File: config.mk
export PLATFORM = sky130hd
export DESIGN_NAME = pmeg_top
export DESIGN_NICKNAME = d
export VERILOG_FILES = /design/src/inc/pmeg_pkg.sv /design/src/inc/pmeg_if.sv /design/src/hdl/pmeg_apb_regs.sv /design/src/hdl/pmeg_edge_calc.sv /design/src/hdl/pmeg_top.sv
export VERILOG_INCLUDE_DIRS = /design/src /design/src/inc
export SDC_FILE = /design/constraint.sdc
export NUM_CORES = 2
export LEC_CHECK = 0
export ABC_AREA = 1
export BUFFER_PORTS_ARGS = -buffer_cell sky130_fd_sc_hd__buf_2
export CORE_MARGIN = 5
export CORE_UTILIZATION = 25
export CTS_CLUSTER_SIZE = 40
export DETAILED_ROUTE_END_ITERATION = 7
export GPL_TIMING_DRIVEN = 0
export PLACE_DENSITY = 0.36
export SLEW_MARGIN = 0
export SYNTH_ARGS = -nofsm -noshare
export SYNTH_HDL_FRONTEND = slang
export SYNTH_SLANG_ARGS = --single-unit
File: constraint.sdc
create_clock -name ref_clk -period 8.1 [get_ports ref_clk]
set_input_delay 1.215 -clock ref_clk [delete_from_list [all_inputs] [get_ports ref_clk]]
set_output_delay 1.215 -clock ref_clk [all_outputs]
set_load 0.05 [all_outputs]
File: src/inc/pmeg_defines.svh
// Constants of the pulse-channel edge generator: widths, offsets, resets.
// Assumes inclusion by the package and the design files by bare name.
`ifndef PMEG_DEFINES_SVH
`define PMEG_DEFINES_SVH

`define PMEG_W          16
`define PMEG_NREG       18
`define PMEG_IX(o)      ((o) >> 2)

`define PMEG_OFS_CTRL   8'h00
`define PMEG_OFS_LIMIT  8'h04
`define PMEG_OFS_EV1    8'h08
`define PMEG_OFS_EV2    8'h0C
`define PMEG_OFS_EV3    8'h10
`define PMEG_OFS_EV4    8'h14
`define PMEG_OFS_CADJA  8'h18
`define PMEG_OFS_CADJB  8'h1C
`define PMEG_OFS_ADAPT  8'h20
`define PMEG_OFS_PHASE  8'h24
`define PMEG_OFS_SAMP1  8'h28
`define PMEG_OFS_SAMP2  8'h2C
`define PMEG_OFS_BLKAB  8'h30
`define PMEG_OFS_BLKAE  8'h34
`define PMEG_OFS_BLKBB  8'h38
`define PMEG_OFS_BLKBE  8'h3C
`define PMEG_OFS_DEAD1  8'h40
`define PMEG_OFS_DEAD2  8'h44
`define PMEG_OFS_STATUS 8'h48

`define PMEG_CTRL_MODE  1:0
`define PMEG_CTRL_PSRC  2
`define PMEG_CTRL_EN    3
`define PMEG_CTRL_MASK  16'h000F

`define PMEG_RST_LIMIT  16'h03E7
`define PMEG_RST_OTHER  16'h0000

`endif

File: src/inc/pmeg_pkg.sv
// Types shared by the pulse-channel edge generator modules.
// Assumes pmeg_defines.svh is on the include path.
`include "pmeg_defines.svh"

package pmeg_pkg;
	typedef enum logic [1:0] {
		MODE_MULTI     = 2'b00,
		MODE_RESONANT  = 2'b01,
		MODE_TRIANGLE  = 2'b10,
		MODE_LEADING   = 2'b11
	} pmeg_mode_e;

	typedef logic [`PMEG_W-1:0] pmeg_cnt_t;
	typedef logic signed [`PMEG_W+1:0] pmeg_wide_t;

	typedef struct packed {
		pmeg_mode_e mode;
		logic       phaseFromDuty;
		logic       enable;
		pmeg_cnt_t  limit;
		pmeg_cnt_t  ev1;
		pmeg_cnt_t  ev2;
		pmeg_cnt_t  ev3;
		pmeg_cnt_t  ev4;
		pmeg_cnt_t  cadjA;
		pmeg_cnt_t  cadjB;
		pmeg_cnt_t  adapt;
		pmeg_cnt_t  phase;
		pmeg_cnt_t  samp1;
		pmeg_cnt_t  samp2;
		pmeg_cnt_t  blkABeg;
		pmeg_cnt_t  blkAEnd;
		pmeg_cnt_t  blkBBeg;
		pmeg_cnt_t  blkBEnd;
		pmeg_cnt_t  dead1;
		pmeg_cnt_t  dead2;
	} pmeg_cfg_s;

	typedef struct packed {
		pmeg_cnt_t  cnt;
		pmeg_mode_e mode;
		logic       outA;
		logic       outB;
	} pmeg_stat_s;

	typedef struct packed {
		pmeg_cnt_t aRise;
		pmeg_cnt_t aFall;
		pmeg_cnt_t bRise;
		pmeg_cnt_t bFall;
		pmeg_cnt_t trigA;
		pmeg_cnt_t trigB;
		logic      aEn;
		logic      trigEn;
		logic      bFull;
	} pmeg_tgt_s;

	typedef struct packed {
		logic [`PMEG_NREG-1:0][15:0] file;
		logic                        pready;
		logic                        pslverr;
		logic [31:0]                 prdata;
	} pmeg_regs_s;

	typedef struct packed {
		pmeg_cnt_t  cnt;
		pmeg_cnt_t  lim;
		pmeg_mode_e mode;
		logic       outA;
		logic       outB;
		logic       trigA;
		logic       trigB;
		logic       phase;
		logic       samp1;
		logic       samp2;
		logic       blkA;
		logic       blkB;
	} pmeg_top_s;
endpackage

File: src/inc/pmeg_if.sv
// Carriers between the register file, the edge calculator and the core.
// Assumes pmeg_pkg is compiled first.
`timescale 1ns/10ps

interface pmeg_cfg_if;
	pmeg_pkg::pmeg_cfg_s  cfg;
	pmeg_pkg::pmeg_stat_s stat;
	modport regs (output cfg, input stat);
	modport core (input cfg, output stat);
	modport view (input cfg);
endinterface

interface pmeg_edge_if;
	pmeg_pkg::pmeg_mode_e mode;
	pmeg_pkg::pmeg_cnt_t  lim;
	pmeg_pkg::pmeg_cnt_t  duty;
	pmeg_pkg::pmeg_tgt_s  tgt;
	modport calc (input mode, lim, duty, output tgt);
	modport core (output mode, lim, duty, input tgt);
endinterface

File: src/hdl/pmeg_apb_regs.sv
// APB slave holding the channel configuration and showing its status.
// Assumes an APB master; every access gets one wait state.
`timescale 1ns/10ps
`include "pmeg_defines.svh"

module pmeg_apb_regs (
	// Clock and reset
	input  wire logic        ref_clk,
	input  wire logic        rst_n,
	// APB slave
	input  wire logic        psel,
	input  wire logic        penable,
	input  wire logic        pwrite,
	input  wire logic [7:0]  paddr,
	input  wire logic [31:0] pwdata,
	output logic      [31:0] prdata,
	output logic             pready,
	output logic             pslverr,
	// Configuration and status
	pmeg_cfg_if.regs         cfgIf
);
	pmeg_pkg::pmeg_regs_s st_reg;
	pmeg_pkg::pmeg_regs_s st_next;
	logic [5:0]           idx;
	logic [31:0]          rd;

	assign idx = paddr[7:2];

	always_comb begin
		rd = 32'h0000_0000;
		if (idx == 6'(`PMEG_IX(`PMEG_OFS_STATUS))) begin
			rd = {12'h000, cfgIf.stat.outB, cfgIf.stat.outA,
				cfgIf.stat.mode, cfgIf.stat.cnt};
		end else if (idx < 6'(`PMEG_NREG)) begin
			rd = {16'h0000, st_reg.file[idx[4:0]]};
		end
		st_next = st_reg;
		st_next.pready = 1'b0;
		if (psel && penable) begin
			if (!st_reg.pready) begin
				st_next.pready = 1'b1;
				st_next.prdata = pwrite ? 32'h0000_0000 : rd;
				st_next.pslverr = (idx > 6'(`PMEG_IX(`PMEG_OFS_STATUS)));
			end else if (pwrite && idx < 6'(`PMEG_NREG)) begin
				// Writes land on the completing edge only.
				st_next.file[idx[4:0]] = (idx == 6'd0) ?
					(pwdata[15:0] & `PMEG_CTRL_MASK) : pwdata[15:0];
			end
		end
	end

	always_ff @(posedge ref_clk) begin
		if (!rst_n) begin
			st_reg <= '0;
			st_reg.file[`PMEG_IX(`PMEG_OFS_LIMIT)] <= `PMEG_RST_LIMIT;
		end else begin
			st_reg <= st_next;
		end
	end

	assign prdata  = st_reg.prdata;
	assign pready  = st_reg.pready;
	assign pslverr = st_reg.pslverr;

	assign cfgIf.cfg = '{
		mode:          pmeg_pkg::pmeg_mode_e'(st_reg.file[0][`PMEG_CTRL_MODE]),
		phaseFromDuty: st_reg.file[0][`PMEG_CTRL_PSRC],
		enable:        st_reg.file[0][`PMEG_CTRL_EN],
		limit:         st_reg.file[`PMEG_IX(`PMEG_OFS_LIMIT)],
		ev1:           st_reg.file[`PMEG_IX(`PMEG_OFS_EV1)],
		ev2:           st_reg.file[`PMEG_IX(`PMEG_OFS_EV2)],
		ev3:           st_reg.file[`PMEG_IX(`PMEG_OFS_EV3)],
		ev4:           st_reg.file[`PMEG_IX(`PMEG_OFS_EV4)],
		cadjA:         st_reg.file[`PMEG_IX(`PMEG_OFS_CADJA)],
		cadjB:         st_reg.file[`PMEG_IX(`PMEG_OFS_CADJB)],
		adapt:         st_reg.file[`PMEG_IX(`PMEG_OFS_ADAPT)],
		phase:         st_reg.file[`PMEG_IX(`PMEG_OFS_PHASE)],
		samp1:         st_reg.file[`PMEG_IX(`PMEG_OFS_SAMP1)],
		samp2:         st_reg.file[`PMEG_IX(`PMEG_OFS_SAMP2)],
		blkABeg:       st_reg.file[`PMEG_IX(`PMEG_OFS_BLKAB)],
		blkAEnd:       st_reg.file[`PMEG_IX(`PMEG_OFS_BLKAE)],
		blkBBeg:       st_reg.file[`PMEG_IX(`PMEG_OFS_BLKBB)],
		blkBEnd:       st_reg.file[`PMEG_IX(`PMEG_OFS_BLKBE)],
		dead1:         st_reg.file[`PMEG_IX(`PMEG_OFS_DEAD1)],
		dead2:         st_reg.file[`PMEG_IX(`PMEG_OFS_DEAD2)]
	};
endmodule

File: src/hdl/pmeg_edge_calc.sv
// Computes this period's edge and trigger targets for the selected mode.
// Purely combinational; the core registers everything it produces.
`timescale 1ns/10ps
`include "pmeg_defines.svh"

module pmeg_edge_calc (
	// Configuration
	pmeg_cfg_if.view  cfgIf,
	// Mode, limit and duty in force, targets out
	pmeg_edge_if.calc edgeIf
);
	typedef pmeg_pkg::pmeg_wide_t wide_t;

	function automatic wide_t u(input pmeg_pkg::pmeg_cnt_t v);
		return wide_t'({2'b00, v});
	endfunction

	function automatic wide_t s(input pmeg_pkg::pmeg_cnt_t v);
		return wide_t'({{2{v[`PMEG_W-1]}}, v});
	endfunction

	// Out-of-range targets pin to the nearest end so the edge still fires.
	function automatic pmeg_pkg::pmeg_cnt_t clp(input wide_t v, input wide_t l);
		if (v < 0)
			return '0;
		else if (v > l)
			return l[`PMEG_W-1:0];
		else
			return v[`PMEG_W-1:0];
	endfunction

	wide_t d;
	wide_t l;
	wide_t aR;
	wide_t aF;
	wide_t bR;
	wide_t bF;
	wide_t tA;
	wide_t tB;
	wide_t on;
	wide_t bW;

	always_comb begin
		d  = u(edgeIf.duty);
		l  = u(edgeIf.lim);
		on = d - ((u(cfgIf.cfg.dead1) + u(cfgIf.cfg.dead2)) >>> 1);
		bW = d + s(cfgIf.cfg.cadjB);
		aR = '0;
		aF = '0;
		bR = '0;
		bF = '0;
		tA = '0;
		tB = '0;
		edgeIf.tgt.aEn = 1'b1;
		edgeIf.tgt.trigEn = 1'b1;
		edgeIf.tgt.bFull = 1'b0;
		case (edgeIf.mode)
			pmeg_pkg::MODE_MULTI: begin
				aR = u(cfgIf.cfg.ev1);
				aF = aR + d + s(cfgIf.cfg.cadjA);
				tA = aR + d + s(cfgIf.cfg.adapt);
				tB = aR + (d >>> 1) + s(cfgIf.cfg.adapt);
				bR = u(cfgIf.cfg.ev3);
				bF = bR + bW;
				edgeIf.tgt.bFull = (bW > l);
				if (bF > l)
					bF = bF - l - 1;
			end
			pmeg_pkg::MODE_RESONANT: begin
				aR = u(cfgIf.cfg.ev1);
				aF = aR + on;
				bR = aR + d;
				bF = bR + on;
				tA = aF + s(cfgIf.cfg.adapt);
				tB = aR + (on >>> 1) + s(cfgIf.cfg.adapt);
			end
			pmeg_pkg::MODE_TRIANGLE: begin
				edgeIf.tgt.aEn = 1'b0;
				edgeIf.tgt.trigEn = 1'b0;
				bR = ((l + 1) >>> 1) - (d >>> 1) + s(cfgIf.cfg.cadjA);
				bF = ((l + 1) >>> 1) + (d >>> 1) + s(cfgIf.cfg.cadjB);
			end
			pmeg_pkg::MODE_LEADING: begin
				aF = u(cfgIf.cfg.ev1);
				aR = aF - d + s(cfgIf.cfg.cadjA);
				tA = aF - d + s(cfgIf.cfg.adapt);
				tB = aF - (d >>> 1) + s(cfgIf.cfg.adapt);
				bR = u(cfgIf.cfg.ev4);
				bF = aR - (u(cfgIf.cfg.ev2) - u(cfgIf.cfg.ev3));
			end
			default: begin
				edgeIf.tgt.aEn = 1'b0;
				edgeIf.tgt.trigEn = 1'b0;
			end
		endcase
		edgeIf.tgt.aRise = clp(aR, l);
		edgeIf.tgt.aFall = clp(aF, l);
		edgeIf.tgt.bRise = clp(bR, l);
		edgeIf.tgt.bFall = clp(bF, l);
		edgeIf.tgt.trigA = clp(tA, l);
		edgeIf.tgt.trigB = clp(tB, l);
	end
endmodule

File: src/hdl/pmeg_top.sv
// Edge generator of one pulse channel: period counter, outputs A and B,
// adaptive and fixed sample triggers, blanking windows and phase trigger.
// Assumes the loop filter drives duty and period synchronous to ref_clk.
//
// Behaviour
// - Phase trigger uses fixed phase register or filter duty, selected by config.
// - Multi mode drives two equal-width phases, offset, own cycle adjusts.
// - Multi: A rises at event 1, falls at event 1 + duty + adjust A.
// - Multi: B rises at event 3, falls at event 3 + duty + adjust B.
// - Multi: adaptive triggers at event 1 + duty, or + duty/2, plus offset.
// - Multi: events 2 and 4 steer no edge.
// - Multi: B may wrap the period boundary keeping width; A never does.
// - Sample triggers and blanking windows follow only their own registers.
// - Resonant: A and B equal width, dead times fixed as period varies.
// - Resonant: period comes from the filter period output.
// - Resonant: on-time is duty minus average of both dead times.
// - Resonant: only A's rising edge stays fixed in the period.
// - Triangular: A idle, no adaptive triggers, only B active and centred.
// - Triangular: B edges at half period minus/plus half duty plus adjusts.
// - Leading: A falls at event 1, rises at event 1 - duty + adjust A.
// - Leading: B rises at event 4, falls ahead of A by event 2 - event 3.
// - Leading: adaptive triggers at event 1 - duty, or - duty/2, plus offset.
// - Period counter counts 0 up to the period limit, then restarts.
// - Each transition happens in the cycle the counter equals its target.
`timescale 1ns/10ps
`include "pmeg_defines.svh"

module pmeg_top (
	// Clock and reset
	input  wire logic        ref_clk,
	input  wire logic        rst_n,
	// APB slave
	input  wire logic        psel,
	input  wire logic        penable,
	input  wire logic        pwrite,
	input  wire logic [7:0]  paddr,
	input  wire logic [31:0] pwdata,
	output logic      [31:0] prdata,
	output logic             pready,
	output logic             pslverr,
	// Loop filter
	input  wire logic [15:0] filterDuty,
	input  wire logic [15:0] filterPeriod,
	// Gate drive outputs
	output logic             firstOutput,
	output logic             secondOutput,
	// Triggers and windows
	output logic             adaptTrigA,
	output logic             adaptTrigB,
	output logic             phaseTrig,
	output logic             sampleTrig1,
	output logic             sampleTrig2,
	output logic             blankA,
	output logic             blankB
);
	pmeg_cfg_if  cfgIf ();
	pmeg_edge_if edgeIf ();

	pmeg_pkg::pmeg_top_s  st_reg;
	pmeg_pkg::pmeg_top_s  st_next;
	pmeg_pkg::pmeg_cnt_t  nextCnt;
	pmeg_pkg::pmeg_cnt_t  phaseVal;
	pmeg_pkg::pmeg_cnt_t  newLim;
	logic                 wrap;

	pmeg_apb_regs u_regs (
		.ref_clk (ref_clk),
		.rst_n   (rst_n),
		.psel    (psel),
		.penable (penable),
		.pwrite  (pwrite),
		.paddr   (paddr),
		.pwdata  (pwdata),
		.prdata  (prdata),
		.pready  (pready),
		.pslverr (pslverr),
		.cfgIf   (cfgIf.regs)
	);

	pmeg_edge_calc u_calc (
		.cfgIf  (cfgIf.view),
		.edgeIf (edgeIf.calc)
	);

	// A stopped channel sits at a boundary so new settings apply at once.
	assign wrap = !cfgIf.cfg.enable || (st_reg.cnt == st_reg.lim);

	assign newLim = (cfgIf.cfg.mode == pmeg_pkg::MODE_RESONANT) ?
		filterPeriod : cfgIf.cfg.limit;

	// Targets are worked out for the mode and limit of the coming cycle,
	// so the first count of a new period already obeys the new mode.
	assign edgeIf.mode = wrap ? cfgIf.cfg.mode : st_reg.mode;
	assign edgeIf.lim  = wrap ? newLim : st_reg.lim;
	assign edgeIf.duty = filterDuty;

	assign phaseVal = cfgIf.cfg.phaseFromDuty ?
		filterDuty : cfgIf.cfg.phase;

	assign nextCnt = wrap ? '0 : st_reg.cnt + 1'b1;

	always_comb begin
		st_next = st_reg;
		st_next.cnt = nextCnt;
		st_next.mode = edgeIf.mode;
		st_next.lim = edgeIf.lim;
		if (!cfgIf.cfg.enable) begin
			st_next.outA = 1'b0;
			st_next.outB = 1'b0;
			st_next.trigA = 1'b0;
			st_next.trigB = 1'b0;
			st_next.phase = 1'b0;
			st_next.samp1 = 1'b0;
			st_next.samp2 = 1'b0;
			st_next.blkA = 1'b0;
			st_next.blkB = 1'b0;
		end else begin
			// A clear on the same count as a set wins: zero width stays low.
			if (!edgeIf.tgt.aEn)
				st_next.outA = 1'b0;
			else if (nextCnt == edgeIf.tgt.aFall)
				st_next.outA = 1'b0;
			else if (nextCnt == edgeIf.tgt.aRise)
				st_next.outA = 1'b1;
			// Outputs are not forced low at the boundary, so a wrapped B
			// pulse carries on into the next period with its full width.
			if (edgeIf.tgt.bFull)
				st_next.outB = 1'b1;
			else if (nextCnt == edgeIf.tgt.bFall)
				st_next.outB = 1'b0;
			else if (nextCnt == edgeIf.tgt.bRise)
				st_next.outB = 1'b1;
			st_next.trigA = edgeIf.tgt.trigEn &&
				(nextCnt == edgeIf.tgt.trigA);
			st_next.trigB = edgeIf.tgt.trigEn &&
				(nextCnt == edgeIf.tgt.trigB);
			st_next.phase = (nextCnt == phaseVal);
			st_next.samp1 = (nextCnt == cfgIf.cfg.samp1);
			st_next.samp2 = (nextCnt == cfgIf.cfg.samp2);
			if (nextCnt == cfgIf.cfg.blkAEnd)
				st_next.blkA = 1'b0;
			else if (nextCnt == cfgIf.cfg.blkABeg)
				st_next.blkA = 1'b1;
			if (nextCnt == cfgIf.cfg.blkBEnd)
				st_next.blkB = 1'b0;
			else if (nextCnt == cfgIf.cfg.blkBBeg)
				st_next.blkB = 1'b1;
		end
	end

	always_ff @(posedge ref_clk) begin
		if (!rst_n) begin
			st_reg <= '0;
			st_reg.lim <= `PMEG_RST_LIMIT;
		end else begin
			st_reg <= st_next;
		end
	end

	assign cfgIf.stat.cnt  = st_reg.cnt;
	assign cfgIf.stat.mode = st_reg.mode;
	assign cfgIf.stat.outA = st_reg.outA;
	assign cfgIf.stat.outB = st_reg.outB;

	assign firstOutput  = st_reg.outA;
	assign secondOutput = st_reg.outB;
	assign adaptTrigA   = st_reg.trigA;
	assign adaptTrigB   = st_reg.trigB;
	assign phaseTrig    = st_reg.phase;
	assign sampleTrig1  = st_reg.samp1;
	assign sampleTrig2  = st_reg.samp2;
	assign blankA       = st_reg.blkA;
	assign blankB       = st_reg.blkB;
endmodule

==> metrics.md <==
| Metric | Value |
|---|---|
| Status | finished with violations |
| Violated checks | max-capacitance violations, max-slew violations, negative setup slack |
| Final Cycle Share | 1.001 |
| Initial antenna violation count | 28 |
| Setup ws final | -0.008456 ns |
| Multi-input logic area | 0.03203 sq mm |
| Post-Synthesis Cells | 6351 |
| Req. time, crit path | 8.58 ns |
| Slew margin rel. | -0.08773 |
| Final Cell Area | 0.04945 sq mm |
| Critical path arrival | 8.59 ns |
| Num CTS Buffers | 43 |
| Critical R2R Launch | u_regs.cfgIf.cfg[240]$_SDFFE_PN0P_ |
| Core Util, Final | 0.3041 |
| Fill count | 18.49k |
| Most common cell type on the critical path | nand2_1 |
| DRC | 0 |
| Vias per inst | 5.551 |
| Most common cell after layout, fill and taps aside | nand2_1 |
| Most used DFF post-synth | dfxtp_1 |
| Most frequent cells in the layout | 1208 x nand2_1, 750 x inv_1, 699 x a21oi_1 |
| Pin count of the biggest net entering global routing | 19 |
| Routed WL | 291.8 mm |
| Nets | 7205 |
| Worst setup SP type | flip-flop |
| Crit-path leading delay family | compound AO/OA/AOI/OAI gates |
| Vias in the first global route | 45.47k |
| Vias | 49.01k |
| Overall die width | 414.4 um |
| Synthesized cell area | 0.04088 sq mm |
| Max IR drop VDD | 0.0001585 V |
| Sum of buffers and inverters on the critical path | 10 |
| Synth Area in Simple Gates | 0.2463 |
| Clk_skew | 0.05375 ns |
| Syn Area/Cell | 6.437 sq um |
| Hpwl dp | 234.6 mm |
| Routability Congestion | 1.034 |
| HP Class | reg -> reg |
| CTS tree | built |
| Post-route minimum period | 8.108 ns |
| Final Hold Vio Count | 0 |
| Global Route Usage Sum | 0.3208 |
| Global-route wire length before repair | 385.3 mm |
| Post-Synth XOR/XNOR Area | 0.05203 |
| Place WS | -2.599 ns |
| Pre-antenna DRT Iters | 8 |
| Slew Limit Fails | 33 |
| PD cells | 105.7 mW/mm^2 |
| Adder-cell share of the synthesized area | 0.1702 |
| Root Buffer | clkbuf_16 |
| CTS Sinks | 353 |
| Row cnt | 148 |
| Maxcap violations | 3 |
| Compound-gate portion of the synthesized area | 0.2530 |
| Port-buffer cells | 88 |
| Worst Path Max Fanout | 6 |
| Post-synthesis mux area share | 0 |
| Ys Warns | 0 |
| Area of the die | 0.1717 sq mm |
| Worst path max stage delay | 0.58 ns |
| Ys async rst share | 0 |
| Layout area overhead | 20.96% |
| Clock latency at the later pin of the worst-skew pair | 0.64 ns |
| Final-report setup violation count | 1 |
| Largest family of logic cells by synthesized area | compound AO/OA/AOI/OAI gates |
| CTS Buffer Depth | 3 |
| Clock transition at path regs | 0.06 ns |
| Register area share after synthesis | 0.1729 |
| Leak | 22.13 nW |
| First DRT Iteration DRCs | 5517 |
| Startpoint of the worst hold path | u_regs.st_reg[47]$_SDFFE_PN0P_ |
| Share of layout cells above drive strength 1 | 0.1308 |
| Total grt overflow | 0 |
| Worst Setup SP | u_regs.cfgIf.cfg[240]$_SDFFE_PN0P_ |
| Post-synth EDFFs | 0 |
| Max Freq | 0.1233 GHz |
| Critical path endpoint category | flip-flop |
| Yosys reg bits | 353 |
| Area post-placement | 0.04426 sq mm |
| Core Area | 0.1626 sq mm |
| Worst Tran Pin Value | 1.632 ns |
| Critical Path Slowest Stage Cell | dfxtp_2 |
| RSZ-0062 raised after global routing | yes |
| Initial Utilization | 0.2514 |
| # H-tree levels | 2 |
| Critical path class | reg -> reg |
| Sequential Area | 0.007084 sq mm |
| Io pins | 120 |
| DRT antenna net count | 0 |
| WL per Instance | 33.05 um |
| Die Ht | 414.4 um |
| Number of distinct library cells after synthesis | 72 |
| Largest register FFs | 276 |
[report_power, final]
group	switching, mW	internal, mW	leakage, nW
clock	0.913	1.21	0.738
sequential	0.00126	1.74	2.85
combinational	0.940	0.422	18.5
total	1.85	3.37	22.1
[synthesized netlist by cell type, types with 82 or more instances]
master,instances,area (sq um)
o21ai_0,642,3213
nand2_1,1246,4677
a21oi_1,739,3699
inv_1,771,2894
dfxtp_1,353,7067
nor2_1,405,1520
xor2_1,194,1699
o22ai_1,82,513.0
ha_1,449,5618
nand4_1,121,757.0
clkbuf_1,170,638.1
nand3_1,347,1737
[worst paths after layout]
path                                     to  slack, ns  cells after the start
max reg2reg       secondOutput$_SDFFE_PN0P_     -0.008                     43
min          u_regs.st_reg[47]$_SDFFE_PN0P_       0.44                      2
min reg2reg  u_regs.st_reg[47]$_SDFFE_PN0P_       0.44                      2
max               secondOutput$_SDFFE_PN0P_     -0.008                     43
[through the flow]
| stage | cells | setup TNS, ns | hold slack, ns | power (mW) |
|---|---|---|---|---|
| floorplan | 6362 | 0 | 0.4185 | 2.468 |
| global route | 8820 | -0.5512 | 0.4517 | 5.383 |
| finish | 8829 | -0.008456 | 0.4442 | 5.226 |
| CTS | 8766 | 0 | 0.4426 | 5.145 |
| global placement | 8625 | -9.422 | 0.4288 | 2.927 |
| detailed placement | 8632 | -8.624 | 0.4333 | 2.923 |
[cell type report]
type,count,share of cell area
clock inverter,21,0.005895
buffer,278,0.02948
tap,2175,0.05503
clock buffer,57,0.02424
antenna,9,0.0004554
multi-input combinational,4930,0.6478
sequential,353,0.1433
timing repair buffer,205,0.03188
inverter,801,0.06194
[layer usage]
metal	track usage	vias to the layer above	wire (um)
li1	-	22120	-
met4	0.2069	12	23120
met5	0	-	71
met3	0.04835	616	21170
met1	0.4142	23920	121800
met2	0.4984	2349	125600
[cells by family (layout without fill, tap and decap cells)]
family | after synthesis | count (layout)
other cells | 1 | 21
flops | 353 | 353
fa+ha+maj | 516 | 516
buf+inv | 1080 | 1362
simple gates | 2321 | 2322
compound gates | 1838 | 1838
xor+xnor | 242 | 242
[worst reg2reg max path, delay by kind of cell, from the launching register on]
kind	cells	cell delay, ns
adder cells (fa/ha/maj)	5	2.00
AO/OA/AOI/OAI	13	2.19
XOR/XNOR	1	0.20
buffers and inverters	10	1.42
flip-flops	1	0.58
AND/OR/NAND/NOR	14	1.57
[what timing repair did]
| action | in CTS | in global routing |
|---|---|---|
| pin swaps | 52 | 104 |
| endpoints found under the setup margin | 4 | 4 |
| buffers inserted | 56 | 51 |
| gates cloned | 1 | 3 |
| hold buffers | 0 | 0 |
| gates resized for setup | 329 | 297 |
(Power assumes the default switching activity.)
